File: src/tss_pkg.sv
// Constants and types of the trigger step sequencer
//
// Contract
// - Trigger input and output edges are each selectable rising or falling per channel.
// - After reset the trigger input is detected on its falling edge.
// - After reset the trigger output pulses with falling-edge polarity.
// - Per-channel external-trigger enable, reset off.
// - Per-channel table of 20 steps, 0-15 V and 0-5 s, reset to zero.
// - Any addressed table entry can be read back.
// - The index of the step run on the next trigger is visible.
// - Voltage-stepping enable per channel, reset off; off means triggers keep voltage, except triggers in shared step.
// - Per-channel end voltage 0-15 V, reset 0.
// - Disabling by command, heat or a protection trip loads the end voltage.
// - Measurement mode none, sync or auto per channel, reset auto.
// - Point count 1-20 per channel, reset 1.
// - Voltage-protection-trip enable per channel, reset on.
// - Dual-channel selector none, shared step or shared measure, reset none.
// - Selector none: channel controls only itself through its own enable.
// - Shared step: this channel's trigger steps both channels, no measurements.
// - Shared measure: both channels measure on trigger, neither steps.
// - Shared modes use the combined enable command, not the per-channel enable.
// - Combined command: one on/off, two on/off, both on/off.
// - Stepping channel keeps stepping after the measuring peer has stopped.
// - Measuring channel halts after point count until re-armed; stepping wraps on.
// - Re-arm restarts a set of point-count steps on later triggers.
// - Trigger output idles high for falling polarity, low for rising.
// - Per trigger: step if enabled, wait delay, measure if enabled, pulse output.
`default_nettype none

package tss_pkg;
  localparam int NUM_CH    = 2;
  localparam int NUM_STEPS = 20;
  localparam int IDX_W     = 5;
  localparam int VOLT_W    = 14;  // Millivolts
  localparam int DLY_W     = 19;  // Units of 10 us
  localparam int SET_W     = 16;

  localparam logic [VOLT_W-1:0] VOLT_MAX = 14'h3A98;   // 15000 mV
  localparam logic [DLY_W-1:0]  DLY_MAX  = 19'h7_A120; // 500000 x 10 us

  localparam int CLK_NS        = 10;
  localparam int TICK_NS       = 10000;
  localparam int TICK_CYC      = (TICK_NS + CLK_NS - 1) / CLK_NS;
  localparam int TRIG_PULSE_NS = 10000;
  localparam int PULSE_CYC     = (TRIG_PULSE_NS + CLK_NS - 1) / CLK_NS;

  typedef enum logic [1:0] {
    MEAS_NONE = 2'h0,
    MEAS_SYNC = 2'h1,
    MEAS_AUTO = 2'h2
  } tss_meas_e;

  typedef enum logic [1:0] {
    DUAL_NONE = 2'h0,
    DUAL_VOLT = 2'h1,
    DUAL_AUTO = 2'h2
  } tss_dual_e;

  typedef enum logic [3:0] {
    ITEM_EDGE_IN  = 4'h0,
    ITEM_EDGE_OUT = 4'h1,
    ITEM_EXT_EN   = 4'h2,
    ITEM_VOLT_EN  = 4'h3,
    ITEM_END_V    = 4'h4,
    ITEM_MEAS     = 4'h5,
    ITEM_STEP_POINT_COUNT   = 4'h6,
    ITEM_VPT      = 4'h7,
    ITEM_DUAL     = 4'h8
  } tss_item_e;

  typedef enum logic [2:0] {
    CHANNEL_ONE_ON     = 3'h0,
    CHANNEL_ONE_OFF    = 3'h1,
    CHANNEL_TWO_ON     = 3'h2,
    CHANNEL_TWO_OFF    = 3'h3,
    BOTH_CHANNELS_ON   = 3'h4,
    BOTH_CHANNELS_OFF  = 3'h5
  } tss_comb_e;

  typedef enum logic [1:0] {
    S_IDLE  = 2'h0,
    S_DELAY = 2'h1,
    S_MEAS  = 2'h2,
    S_PULSE = 2'h3
  } tss_state_e;

  typedef struct packed {
    logic                        edge_in_rise;
    logic                        edge_out_rise;
    logic                        ext_en;
    logic                        volt_en;
    logic                        voltage_protection_trip_enable;
    logic [VOLT_W-1:0]           end_v;
    tss_meas_e                   meas;
    logic [IDX_W-1:0]            step_point_count;
    tss_dual_e                   dual;
  } tss_cfg_s;

  localparam tss_cfg_s RST_CFG = '{
    edge_in_rise:                   1'b0,
    edge_out_rise:                  1'b0,
    ext_en:                         1'b0,
    volt_en:                        1'b0,
    voltage_protection_trip_enable: 1'b1,
    end_v:                          14'h0000,
    meas:                           MEAS_AUTO,
    step_point_count:               5'h01,
    dual:                           DUAL_NONE
  };
  localparam logic [IDX_W-1:0] RST_IDX = 5'h01;
endpackage : tss_pkg

`default_nettype wire

File: src/tss_edge_det.sv
// Trigger input synchroniser and selectable edge detector
`default_nettype none

module tss_edge_det (
  // Clock and reset
  input  wire logic clk_sys,
  input  wire logic rst,
  // Pin and edge choice
  input  wire logic pin,
  input  wire logic rise_sel,
  // One-cycle detection
  output logic      hit
);
  logic       sync1_r;
  logic       sync2_r;
  logic       prev_r;
  logic [1:0] warm_r;

  always_ff @(posedge clk_sys) begin
    sync1_r <= pin;
    sync2_r <= sync1_r;
    prev_r  <= sync2_r;
  end

  // Ignore edges until the chain holds real pin history
  always_ff @(posedge clk_sys) begin
    if (rst) begin
      warm_r <= 2'h0;
    end else if (warm_r != 2'h3) begin
      warm_r <= warm_r + 2'h1;
    end
  end

  always_ff @(posedge clk_sys) begin
    if (rst) begin
      hit <= 1'b0;
    end else begin
      hit <= (warm_r == 2'h3) && (rise_sel ? (sync2_r && !prev_r)
                                           : (!sync2_r && prev_r));
    end
  end
endmodule : tss_edge_det

`default_nettype wire

File: src/tss_top.sv
// Two-channel external-trigger voltage-step sequencer
`default_nettype none

module tss_top #(
  parameter int STEPS     = tss_pkg::NUM_STEPS,
  parameter int TICK_CYC  = tss_pkg::TICK_CYC,
  parameter int PULSE_CYC = tss_pkg::PULSE_CYC
) (
  // Clock and reset
  input  wire logic                                    clk_sys,
  input  wire logic                                    rst,
  // Trigger pins
  input  wire logic [1:0]                              trig_in,
  output logic [1:0]                                   trig_out,
  // Setting writes
  input  wire logic                                    set_wr,
  input  wire logic                                    set_ch,
  input  wire tss_pkg::tss_item_e                      set_item,
  input  wire logic [tss_pkg::SET_W-1:0]               set_val,
  // Step table writes
  input  wire logic                                    tbl_wr,
  input  wire logic                                    tbl_ch,
  input  wire logic [tss_pkg::IDX_W-1:0]               tbl_idx,
  input  wire logic [tss_pkg::VOLT_W-1:0]              tbl_volt,
  input  wire logic [tss_pkg::DLY_W-1:0]               tbl_dly,
  // Step table readback
  input  wire logic                                    rd_ch,
  input  wire logic [tss_pkg::IDX_W-1:0]               rd_idx,
  output logic [tss_pkg::VOLT_W-1:0]                   rd_volt,
  output logic [tss_pkg::DLY_W-1:0]                    rd_dly,
  output logic                                         rd_ok,
  // Commands
  input  wire logic                                    comb_wr,
  input  wire tss_pkg::tss_comb_e                      combined_trigger_enable_cmd,
  input  wire logic [1:0]                              rearm,
  // Fault inputs
  input  wire logic                                    over_temp,
  input  wire logic [1:0]                              vpt_trip,
  input  wire logic [1:0]                              ilim_trip,
  // Channel status
  output logic [1:0][tss_pkg::VOLT_W-1:0]              vout_set,
  output logic [1:0]                                   meas_strobe,
  output logic [1:0]                                   trig_active,
  output logic [1:0][tss_pkg::IDX_W-1:0]               next_step
);
  localparam int TW = $clog2(TICK_CYC + 1);
  localparam int PW = $clog2(PULSE_CYC + 1);
  localparam logic [tss_pkg::IDX_W-1:0] STEPS_I = tss_pkg::IDX_W'(STEPS);
  localparam logic [TW-1:0] TICK_LAST  = TW'(TICK_CYC - 1);
  localparam logic [PW-1:0] PULSE_LAST = PW'(PULSE_CYC - 1);

  tss_pkg::tss_cfg_s                cfg_r [2];
  logic [1:0]                       comb_en_r;
  logic [tss_pkg::VOLT_W-1:0]       vtbl_r [2][STEPS];
  logic [tss_pkg::DLY_W-1:0]        dtbl_r [2][STEPS];
  tss_pkg::tss_state_e              st_r [2];
  logic [1:0]                       halted_r;
  logic [1:0]                       do_meas_r;
  logic [tss_pkg::DLY_W-1:0]        dcnt_r [2];
  logic [PW-1:0]                    pcnt_r [2];
  logic [TW-1:0]                    tcnt_r;
  logic                             tick_r;

  logic [1:0]                       det;
  logic [1:0]                       en_eff;
  logic [1:0]                       en_rise;
  logic [1:0]                       peer;
  logic [1:0]                       start;
  logic [1:0]                       step_on;
  logic [1:0]                       meas_on;
  tss_pkg::tss_dual_e               drv [2];
  logic                             trip;

  function automatic logic idx_ok(input logic [tss_pkg::IDX_W-1:0] i);
    idx_ok = (i != '0) && (i <= STEPS_I);
  endfunction : idx_ok

  function automatic logic [tss_pkg::IDX_W-1:0] tix(input logic [tss_pkg::IDX_W-1:0] i);
    tix = i - 5'h01;
  endfunction : tix

  for (genvar g = 0; g < 2; g++) begin : g_det
    tss_edge_det u_det (
      .clk_sys  (clk_sys),
      .rst      (rst),
      .pin      (trig_in[g]),
      .rise_sel (cfg_r[g].edge_in_rise),
      .hit      (det[g])
    );
  end

  assign trip = over_temp | ilim_trip[0] | ilim_trip[1]
              | (vpt_trip[0] & cfg_r[0].voltage_protection_trip_enable)
              | (vpt_trip[1] & cfg_r[1].voltage_protection_trip_enable);

  always_comb begin
    for (int c = 0; c < 2; c++) begin
      en_eff[c]  = (cfg_r[c].dual == tss_pkg::DUAL_NONE) ? cfg_r[c].ext_en
                                                          : comb_en_r[c];
      en_rise[c] = en_eff[c] && !trig_active[c];
      peer[c]    = det[c ^ 1] && en_eff[c ^ 1] && (cfg_r[c ^ 1].dual != tss_pkg::DUAL_NONE);
      drv[c]     = det[c] ? cfg_r[c].dual : cfg_r[c ^ 1].dual;
      start[c]   = en_eff[c] && !halted_r[c] && (st_r[c] == tss_pkg::S_IDLE)
                   && (det[c] || peer[c]);
      step_on[c] = (drv[c] == tss_pkg::DUAL_VOLT)
                   || ((drv[c] == tss_pkg::DUAL_NONE) && cfg_r[c].volt_en);
      meas_on[c] = (drv[c] == tss_pkg::DUAL_AUTO)
                   || ((drv[c] == tss_pkg::DUAL_NONE) && cfg_r[c].meas != tss_pkg::MEAS_NONE);
    end
  end

  // Settings; a fault trip beats a same-cycle enable write for safety
  always_ff @(posedge clk_sys) begin
    if (rst) begin
      cfg_r[0] <= tss_pkg::RST_CFG;
      cfg_r[1] <= tss_pkg::RST_CFG;
    end else begin
      if (set_wr) begin
        case (set_item)
          tss_pkg::ITEM_EDGE_IN: begin
            cfg_r[set_ch].edge_in_rise <= set_val[0];
          end
          tss_pkg::ITEM_EDGE_OUT: begin
            cfg_r[set_ch].edge_out_rise <= set_val[0];
          end
          tss_pkg::ITEM_EXT_EN: begin
            cfg_r[set_ch].ext_en <= set_val[0];
          end
          tss_pkg::ITEM_VOLT_EN: begin
            cfg_r[set_ch].volt_en <= set_val[0];
          end
          tss_pkg::ITEM_END_V: begin
            if (set_val[15:14] == 2'h0 && set_val[13:0] <= tss_pkg::VOLT_MAX) begin
              cfg_r[set_ch].end_v <= set_val[13:0];
            end
          end
          tss_pkg::ITEM_MEAS: begin
            if (set_val[1:0] != 2'h3) begin
              cfg_r[set_ch].meas <= tss_pkg::tss_meas_e'(set_val[1:0]);
            end
          end
          tss_pkg::ITEM_STEP_POINT_COUNT: begin
            if (set_val[15:5] == '0 && idx_ok(set_val[4:0])) begin
              cfg_r[set_ch].step_point_count <= set_val[4:0];
            end
          end
          tss_pkg::ITEM_VPT: begin
            cfg_r[set_ch].voltage_protection_trip_enable <= set_val[0];
          end
          tss_pkg::ITEM_DUAL: begin
            if (set_val[1:0] != 2'h3) begin
              cfg_r[set_ch].dual <= tss_pkg::tss_dual_e'(set_val[1:0]);
            end
          end
          default: begin
          end
        endcase
      end
      if (trip) begin
        cfg_r[0].ext_en <= 1'b0;
        cfg_r[1].ext_en <= 1'b0;
      end
    end
  end

  always_ff @(posedge clk_sys) begin
    if (rst || trip) begin
      comb_en_r <= 2'h0;
    end else if (comb_wr) begin
      case (combined_trigger_enable_cmd)
        tss_pkg::CHANNEL_ONE_ON:    comb_en_r[0] <= 1'b1;
        tss_pkg::CHANNEL_ONE_OFF:   comb_en_r[0] <= 1'b0;
        tss_pkg::CHANNEL_TWO_ON:    comb_en_r[1] <= 1'b1;
        tss_pkg::CHANNEL_TWO_OFF:   comb_en_r[1] <= 1'b0;
        tss_pkg::BOTH_CHANNELS_ON:  comb_en_r <= 2'h3;
        tss_pkg::BOTH_CHANNELS_OFF: comb_en_r <= 2'h0;
        default: begin
        end
      endcase
    end
  end

  // Out-of-range writes leave the entry untouched
  always_ff @(posedge clk_sys) begin
    if (rst) begin
      for (int c = 0; c < 2; c++) begin
        for (int s = 0; s < STEPS; s++) begin
          vtbl_r[c][s] <= '0;
          dtbl_r[c][s] <= '0;
        end
      end
    end else if (tbl_wr && idx_ok(tbl_idx) && tbl_volt <= tss_pkg::VOLT_MAX
                 && tbl_dly <= tss_pkg::DLY_MAX) begin
      vtbl_r[tbl_ch][tix(tbl_idx)] <= tbl_volt;
      dtbl_r[tbl_ch][tix(tbl_idx)] <= tbl_dly;
    end
  end

  always_ff @(posedge clk_sys) begin
    if (rst || !idx_ok(rd_idx)) begin
      rd_volt <= '0;
      rd_dly  <= '0;
      rd_ok   <= 1'b0;
    end else begin
      rd_volt <= vtbl_r[rd_ch][tix(rd_idx)];
      rd_dly  <= dtbl_r[rd_ch][tix(rd_idx)];
      rd_ok   <= 1'b1;
    end
  end

  // Shared 10 us tick for all step delays
  always_ff @(posedge clk_sys) begin
    if (rst || tcnt_r == TICK_LAST) begin
      tcnt_r <= '0;
      tick_r <= !rst;
    end else begin
      tcnt_r <= tcnt_r + TW'(1);
      tick_r <= 1'b0;
    end
  end

  always_ff @(posedge clk_sys) begin
    for (int c = 0; c < 2; c++) begin
      if (rst) begin
        st_r[c]        <= tss_pkg::S_IDLE;
        next_step[c]   <= tss_pkg::RST_IDX;
        halted_r[c]    <= 1'b0;
        do_meas_r[c]   <= 1'b0;
        dcnt_r[c]      <= '0;
        pcnt_r[c]      <= '0;
        meas_strobe[c] <= 1'b0;
      end else if (!en_eff[c]) begin
        st_r[c]        <= tss_pkg::S_IDLE;
        meas_strobe[c] <= 1'b0;
      end else begin
        meas_strobe[c] <= 1'b0;
        pcnt_r[c]      <= '0;
        case (st_r[c])
          tss_pkg::S_IDLE: begin
            if (en_rise[c] || rearm[c]) begin
              next_step[c] <= tss_pkg::RST_IDX;
              halted_r[c]  <= 1'b0;
              st_r[c]      <= tss_pkg::S_PULSE;
            end else if (start[c]) begin
              do_meas_r[c] <= meas_on[c];
              dcnt_r[c]    <= dtbl_r[c][tix(next_step[c])];
              st_r[c]      <= tss_pkg::S_DELAY;
              if (next_step[c] >= cfg_r[c].step_point_count) begin
                next_step[c] <= tss_pkg::RST_IDX;
                halted_r[c]  <= meas_on[c];
              end else begin
                next_step[c] <= next_step[c] + 5'h01;
              end
            end
          end
          tss_pkg::S_DELAY: begin
            if (dcnt_r[c] == '0) begin
              st_r[c] <= do_meas_r[c] ? tss_pkg::S_MEAS : tss_pkg::S_PULSE;
            end else if (tick_r) begin
              dcnt_r[c] <= dcnt_r[c] - tss_pkg::DLY_W'(1);
            end
          end
          tss_pkg::S_MEAS: begin
            meas_strobe[c] <= 1'b1;
            st_r[c]        <= tss_pkg::S_PULSE;
          end
          tss_pkg::S_PULSE: begin
            if (pcnt_r[c] == PULSE_LAST) begin
              st_r[c] <= tss_pkg::S_IDLE;
            end else begin
              pcnt_r[c] <= pcnt_r[c] + PW'(1);
            end
          end
          default: begin
            st_r[c] <= tss_pkg::S_IDLE;
          end
        endcase
      end
    end
  end

  // Voltage follows the end value the whole time triggering is off
  always_ff @(posedge clk_sys) begin
    for (int c = 0; c < 2; c++) begin
      if (rst) begin
        vout_set[c] <= '0;
      end else if (!en_eff[c]) begin
        vout_set[c] <= cfg_r[c].end_v;
      end else if (start[c] && step_on[c]) begin
        vout_set[c] <= vtbl_r[c][tix(next_step[c])];
      end
    end
  end

  always_ff @(posedge clk_sys) begin
    for (int c = 0; c < 2; c++) begin
      if (rst) begin
        trig_out[c]    <= !tss_pkg::RST_CFG.edge_out_rise;
        trig_active[c] <= 1'b0;
      end else begin
        trig_out[c]    <= !cfg_r[c].edge_out_rise ^ (st_r[c] == tss_pkg::S_PULSE);
        trig_active[c] <= en_eff[c];
      end
    end
  end
endmodule : tss_top

`default_nettype wire

File: config.mk
export PLATFORM = sky130hd
export DESIGN_NAME = tss_top
export DESIGN_NICKNAME = d
export VERILOG_FILES = /design/src/tss_pkg.sv /design/src/tss_edge_det.sv /design/src/tss_top.sv
export SDC_FILE = /design/constraint.sdc
export NUM_CORES = 2
export LEC_CHECK = 0
export ABC_AREA = 1
export BUFFER_PORTS_ARGS = -buffer_cell sky130_fd_sc_hd__buf_2
export CAP_MARGIN = 20
export CELL_PAD_IN_SITES_DETAIL_PLACEMENT = 0
export CELL_PAD_IN_SITES_GLOBAL_PLACEMENT = 1
export CORE_MARGIN = 1.5
export CORE_UTILIZATION = 30
export CTS_CLUSTER_SIZE = 40
export DETAILED_ROUTE_END_ITERATION = 16
export PLACE_DENSITY = 0.57
export RECOVER_POWER = 25
export SYNTH_ARGS = -nofsm -noshare
export SYNTH_HDL_FRONTEND = slang
export SYNTH_SLANG_ARGS = --single-unit
export TNS_END_PERCENT = 20
File: constraint.sdc
create_clock -name clk_sys -period 10.8 [get_ports clk_sys]
set_clock_uncertainty 0.2 [all_clocks]
set_input_delay 3.24 -clock clk_sys [delete_from_list [all_inputs] [get_ports clk_sys]]
set_output_delay 3.24 -clock clk_sys [all_outputs]
set_load 0.05 [all_outputs]
==> implementation parameters <==
Parameter                              Value

Die
  Area of the placeable core    roughly 0.27 mm^2
  I/O pin total    roughly 160
  Row Count    between 150 and 200
  Die Outline Area    approximately 0.27 mm^2
  Die Span X    approximately 520 um
  Starting density of the core    roughly 30%
  Height of the chip    ~520 um

Clock tree
  Source-to-sink clock delay at the later pin of the worst-skew pair    0.90 ns
  Clock Path Buffers    4
  Post-CTS resize count    0
  TritonCTS Buffers    roughly 190
  CTS tree    built
  Post-CTS setup buffer count    0
  Maximum level of the CTS H-tree    4
  Clock transition at path regs    about 0.060 ns
  Cts-stage hold buffer count    0
  Root buffer cell    sky130_fd_sc_hd__clkbuf_16
  Sinks on Clock Net    approximately 1,500

Global routing
  Antenna violations before repair    22
  Gr ovfl total    0
  First-pass GRT wire length    about 550 mm
  Vias in the first global route    between 60,000 and 70,000
  Global router's overall resource usage    between 20% and 30%
  Pin count of the biggest net entering global routing    202

Yosys
  Mapped Nets    9,688
  Warnings, synthesis    0
  Async SR Flop Fraction    0%
  Post-synth cell types    44
  Leading post-synthesis cells by cell area    sky130_fd_sc_hd__edfxtp_1 (54%), sky130_fd_sc_hd__nand2_1 (11%), sky130_fd_sc_hd__nand3_1 (9.6%)
  Mapped Cells    roughly 9,600
  Most used flip-flop cell after synthesis    sky130_fd_sc_hd__edfxtp_1
  FF+latch count, synth    between 1,500 and 2,000
  Area leader, netlist    sky130_fd_sc_hd__edfxtp_1
  Sequential fraction of the synthesis area    56.5%
  Post-synth top area share    a little over half
  Post-Synthesis Mean Instance Area    8.38 um^2
  Netlist area before placement    between 0.08 and 0.09 mm^2
  Number of flops mapped to enable cells by yosys    1,438

Placed design
  GP Congestion    about 0.88
  Placed cell area    about 0.085 mm^2
  Placed wire-length estimate after detailed placement    about 240 mm
  I/O Buffers    160

Detailed routing
  Length of the first detailed-routing pass in iterations    7
  Iteration-0 DRC Markers    a little over 10,000
  Average detailed-routed wire length per instance    a little over 30 um
  Vias per cell    5.60
  DRC    0
  Antenna-violating nets left    0
  Via count    about 73,000
  Total Wirelength    about 400 mm

Power and ir drop
  Switching share of total power    30.5%
  Post-layout power    between 15 and 20 mW
  Net Switching    about 5 mW
  Internal Pwr Total    approximately 11 mW
  Combinational group share of total power    between 10% and 20%
  Standby leakage power    between 30 and 40 nW
  VDD IR-drop max    ~0.13 mV
  Ratio of total power to cell area    roughly 180 mW/mm^2
  Part of the total power dissipated in the clock network    between 30% and 40%
  Relative contribution of sequential cells to total power    between 40% and 50%

Cells and area
  Register area    0.0453 mm^2
  Finished Cell Area    around 0.09 mm^2
  Area of the multi-input gates    a little over 0.03 mm^2
  Nets    between 9,000 and 10,000
  Share of final-layout standard cells stronger than drive strength 1    6.75%
  Relative area change from synthesis to final layout    13.1%
  Filler Cells Inserted    27,600

Hold path
  Path type of the worst min-delay path    flip-flop to flip-flop

Timing
  Final hold violations    0
  Minimum hold slack    between 0.15 and 0.2 ns
  Final max-slew violation count    458
  Setup repair after global routing missed its margin    false
  Worst Tran Pin Value    around 4.7 ns
  Worst rel slew slack    -215%
  Final critical-path share of the clock period    84.0%
  Max Clock Freq    roughly 110 MHz
  Final Setup Violations    0
  Final worst path period need    between 9 and 10 ns
  Final TNS setup    0 ns

Critical path
  Startpoint Class    primary input
  Largest fanout on the critical path    41
  Critical path class    primary input to flip-flop
  Data required, critical path    11.06 ns
  Sort of element at the end of the critical path    flip-flop
  Crit path arrival time    9.33 ns

Flow run
  Max capacitance violation total    14

Outcome
  Violations in the final reports    capacitance limit, slew limit
  Outcome    finished with violations
power groups by stage:
| stage | Clock [mW] | Sequential [mW] | Combinational (mW) |
|---|---|---|---|
| final | 6.28 | 7.34 | 2.48 |
| after global routing | 6.53 | 7.38 | 2.60 |
| after CTS | 6.33 | 7.33 | 2.43 |
| after detailed placement | 0 | 7.45 | 2.42 |
| after global placement | 0 | 7.45 | 2.41 |
| after floorplan | 0 | 7.39 | 1.26 |
kinds of logic (layout without fill, tap and decap cells):
| logic type | Yosys count | in the layout | synth area share [%] |
|---|---|---|---|
| AND/OR/NAND/NOR | 5646 | 5646 | 29.4 |
| flip-flops | 1545 | 1545 | 56.5 |
| buffers and inverters | 1160 | 1133 | 5.66 |
| AO/OA/AOI/OAI | 1158 | 1158 | 7.62 |
| XOR/XNOR | 50 | 50 | 0.555 |
| adder cells (fa/ha/maj) | 23 | 23 | 0.358 |
| other | 0 | 8 | 0 |
registers in the layout, indices dropped and copies added (netlist names), 2 cells and up:
name	cells
cfg_r	56
comb_en_r	2
dcnt_r	38
do_meas_r	2
dtbl_r	760
g_det.u_det.hit	2
g_det.u_det.prev_r	2
g_det.u_det.sync1_r	2
g_det.u_det.sync2_r	2
g_det.u_det.warm_r	4
halted_r	2
meas_strobe	2
next_step	10
pcnt_r	20
rd_dly	19
rd_volt	14
st_r	4
tcnt_r	10
trig_active	2
trig_out	2
vout_set	28
vtbl_r	560
metrics by stage:
stage          worst slack (ns)  utilization (%)  instances
3_3_place_gp               2.34             32.0      12700
4_1_cts                    3.20             34.3      13100
6_report                   1.73             34.2      13100
2_1_floorplan              3.51                -       9582
5_1_grt                    1.61             34.2      13100
3_5_place_dp               2.30             32.1      12800
cells in the mapped netlist (88+ instances only):
library cell / count
sky130_fd_sc_hd__nand2_1: 2364
sky130_fd_sc_hd__nor2_1: 1565
sky130_fd_sc_hd__nand3_1: 1545
sky130_fd_sc_hd__edfxtp_1: 1438
sky130_fd_sc_hd__o21ai_0: 698
sky130_fd_sc_hd__clkbuf_1: 520
sky130_fd_sc_hd__inv_1: 414
sky130_fd_sc_hd__a21oi_1: 333
sky130_fd_sc_hd__buf_2: 143
sky130_fd_sc_hd__dfxtp_1: 107
sky130_fd_sc_hd__nor3_1: 102
sky130_fd_sc_hd__o211ai_1: 88
critical path, cell delays in order:
cell	delay (ns)
sky130_fd_sc_hd__buf_2	0.09
sky130_fd_sc_hd__clkbuf_1	0.92
sky130_fd_sc_hd__inv_4	0.37
sky130_fd_sc_hd__nand2_1	0.11
sky130_fd_sc_hd__o21bai_1	0.25
sky130_fd_sc_hd__a21oi_4	0.41
sky130_fd_sc_hd__nand2_1	0.77
sky130_fd_sc_hd__inv_4	0.73
sky130_fd_sc_hd__nand3_1	1.10
sky130_fd_sc_hd__nand2_4	1.18
per-layer routing:
metal	vias up	part of all wire, %	track usage (%)
li1	32100	-	-
met1	36300	41	39.2
met2	4289	44	44.9
met3	788	9.1	4.39
met4	8	5.5	13.9
met5	-	0.011	0
worst paths after layout:
check	start	end	slack, ns	depth (start not counted)
worst max register to register	next_step[0]	vout_set[2]	1.77	10
worst max-delay path	rst	dtbl_r[0][236]	1.73	10
worst min register to register	g_det[0].u_det.sync1_r	g_det[0].u_det.sync2_r	0.15	0
worst min-delay path	g_det[0].u_det.sync1_r	g_det[0].u_det.sync2_r	0.15	0
cell usage in the layout (no fill, tap or decap), drive strengths merged, types with 21 or more instances in the layout:
cell type     n
a21oi       334
buf         275
clkbuf      353
clkinv       64
dfxtp       107
edfxtp     1438
ha           23
inv         422
nand2      2365
nand3      1555
nand4        26
nor2       1566
nor3        102
o211ai       88
o21ai       699
xnor2        21
xor2         29
final cells by class:
cell class,count,area share (%)
Sequential cell,1545,49.9
Multi-Input combinational cell,6877,34.2
Clock inverter,81,0.776
Antenna cell,8,0.0220
Timing Repair Buffer,377,2.79
Clock buffer,251,5.64
Inverter,424,1.82
Tap cell,3533,4.87
Note: power is estimated with default switching activity, not from simulation.
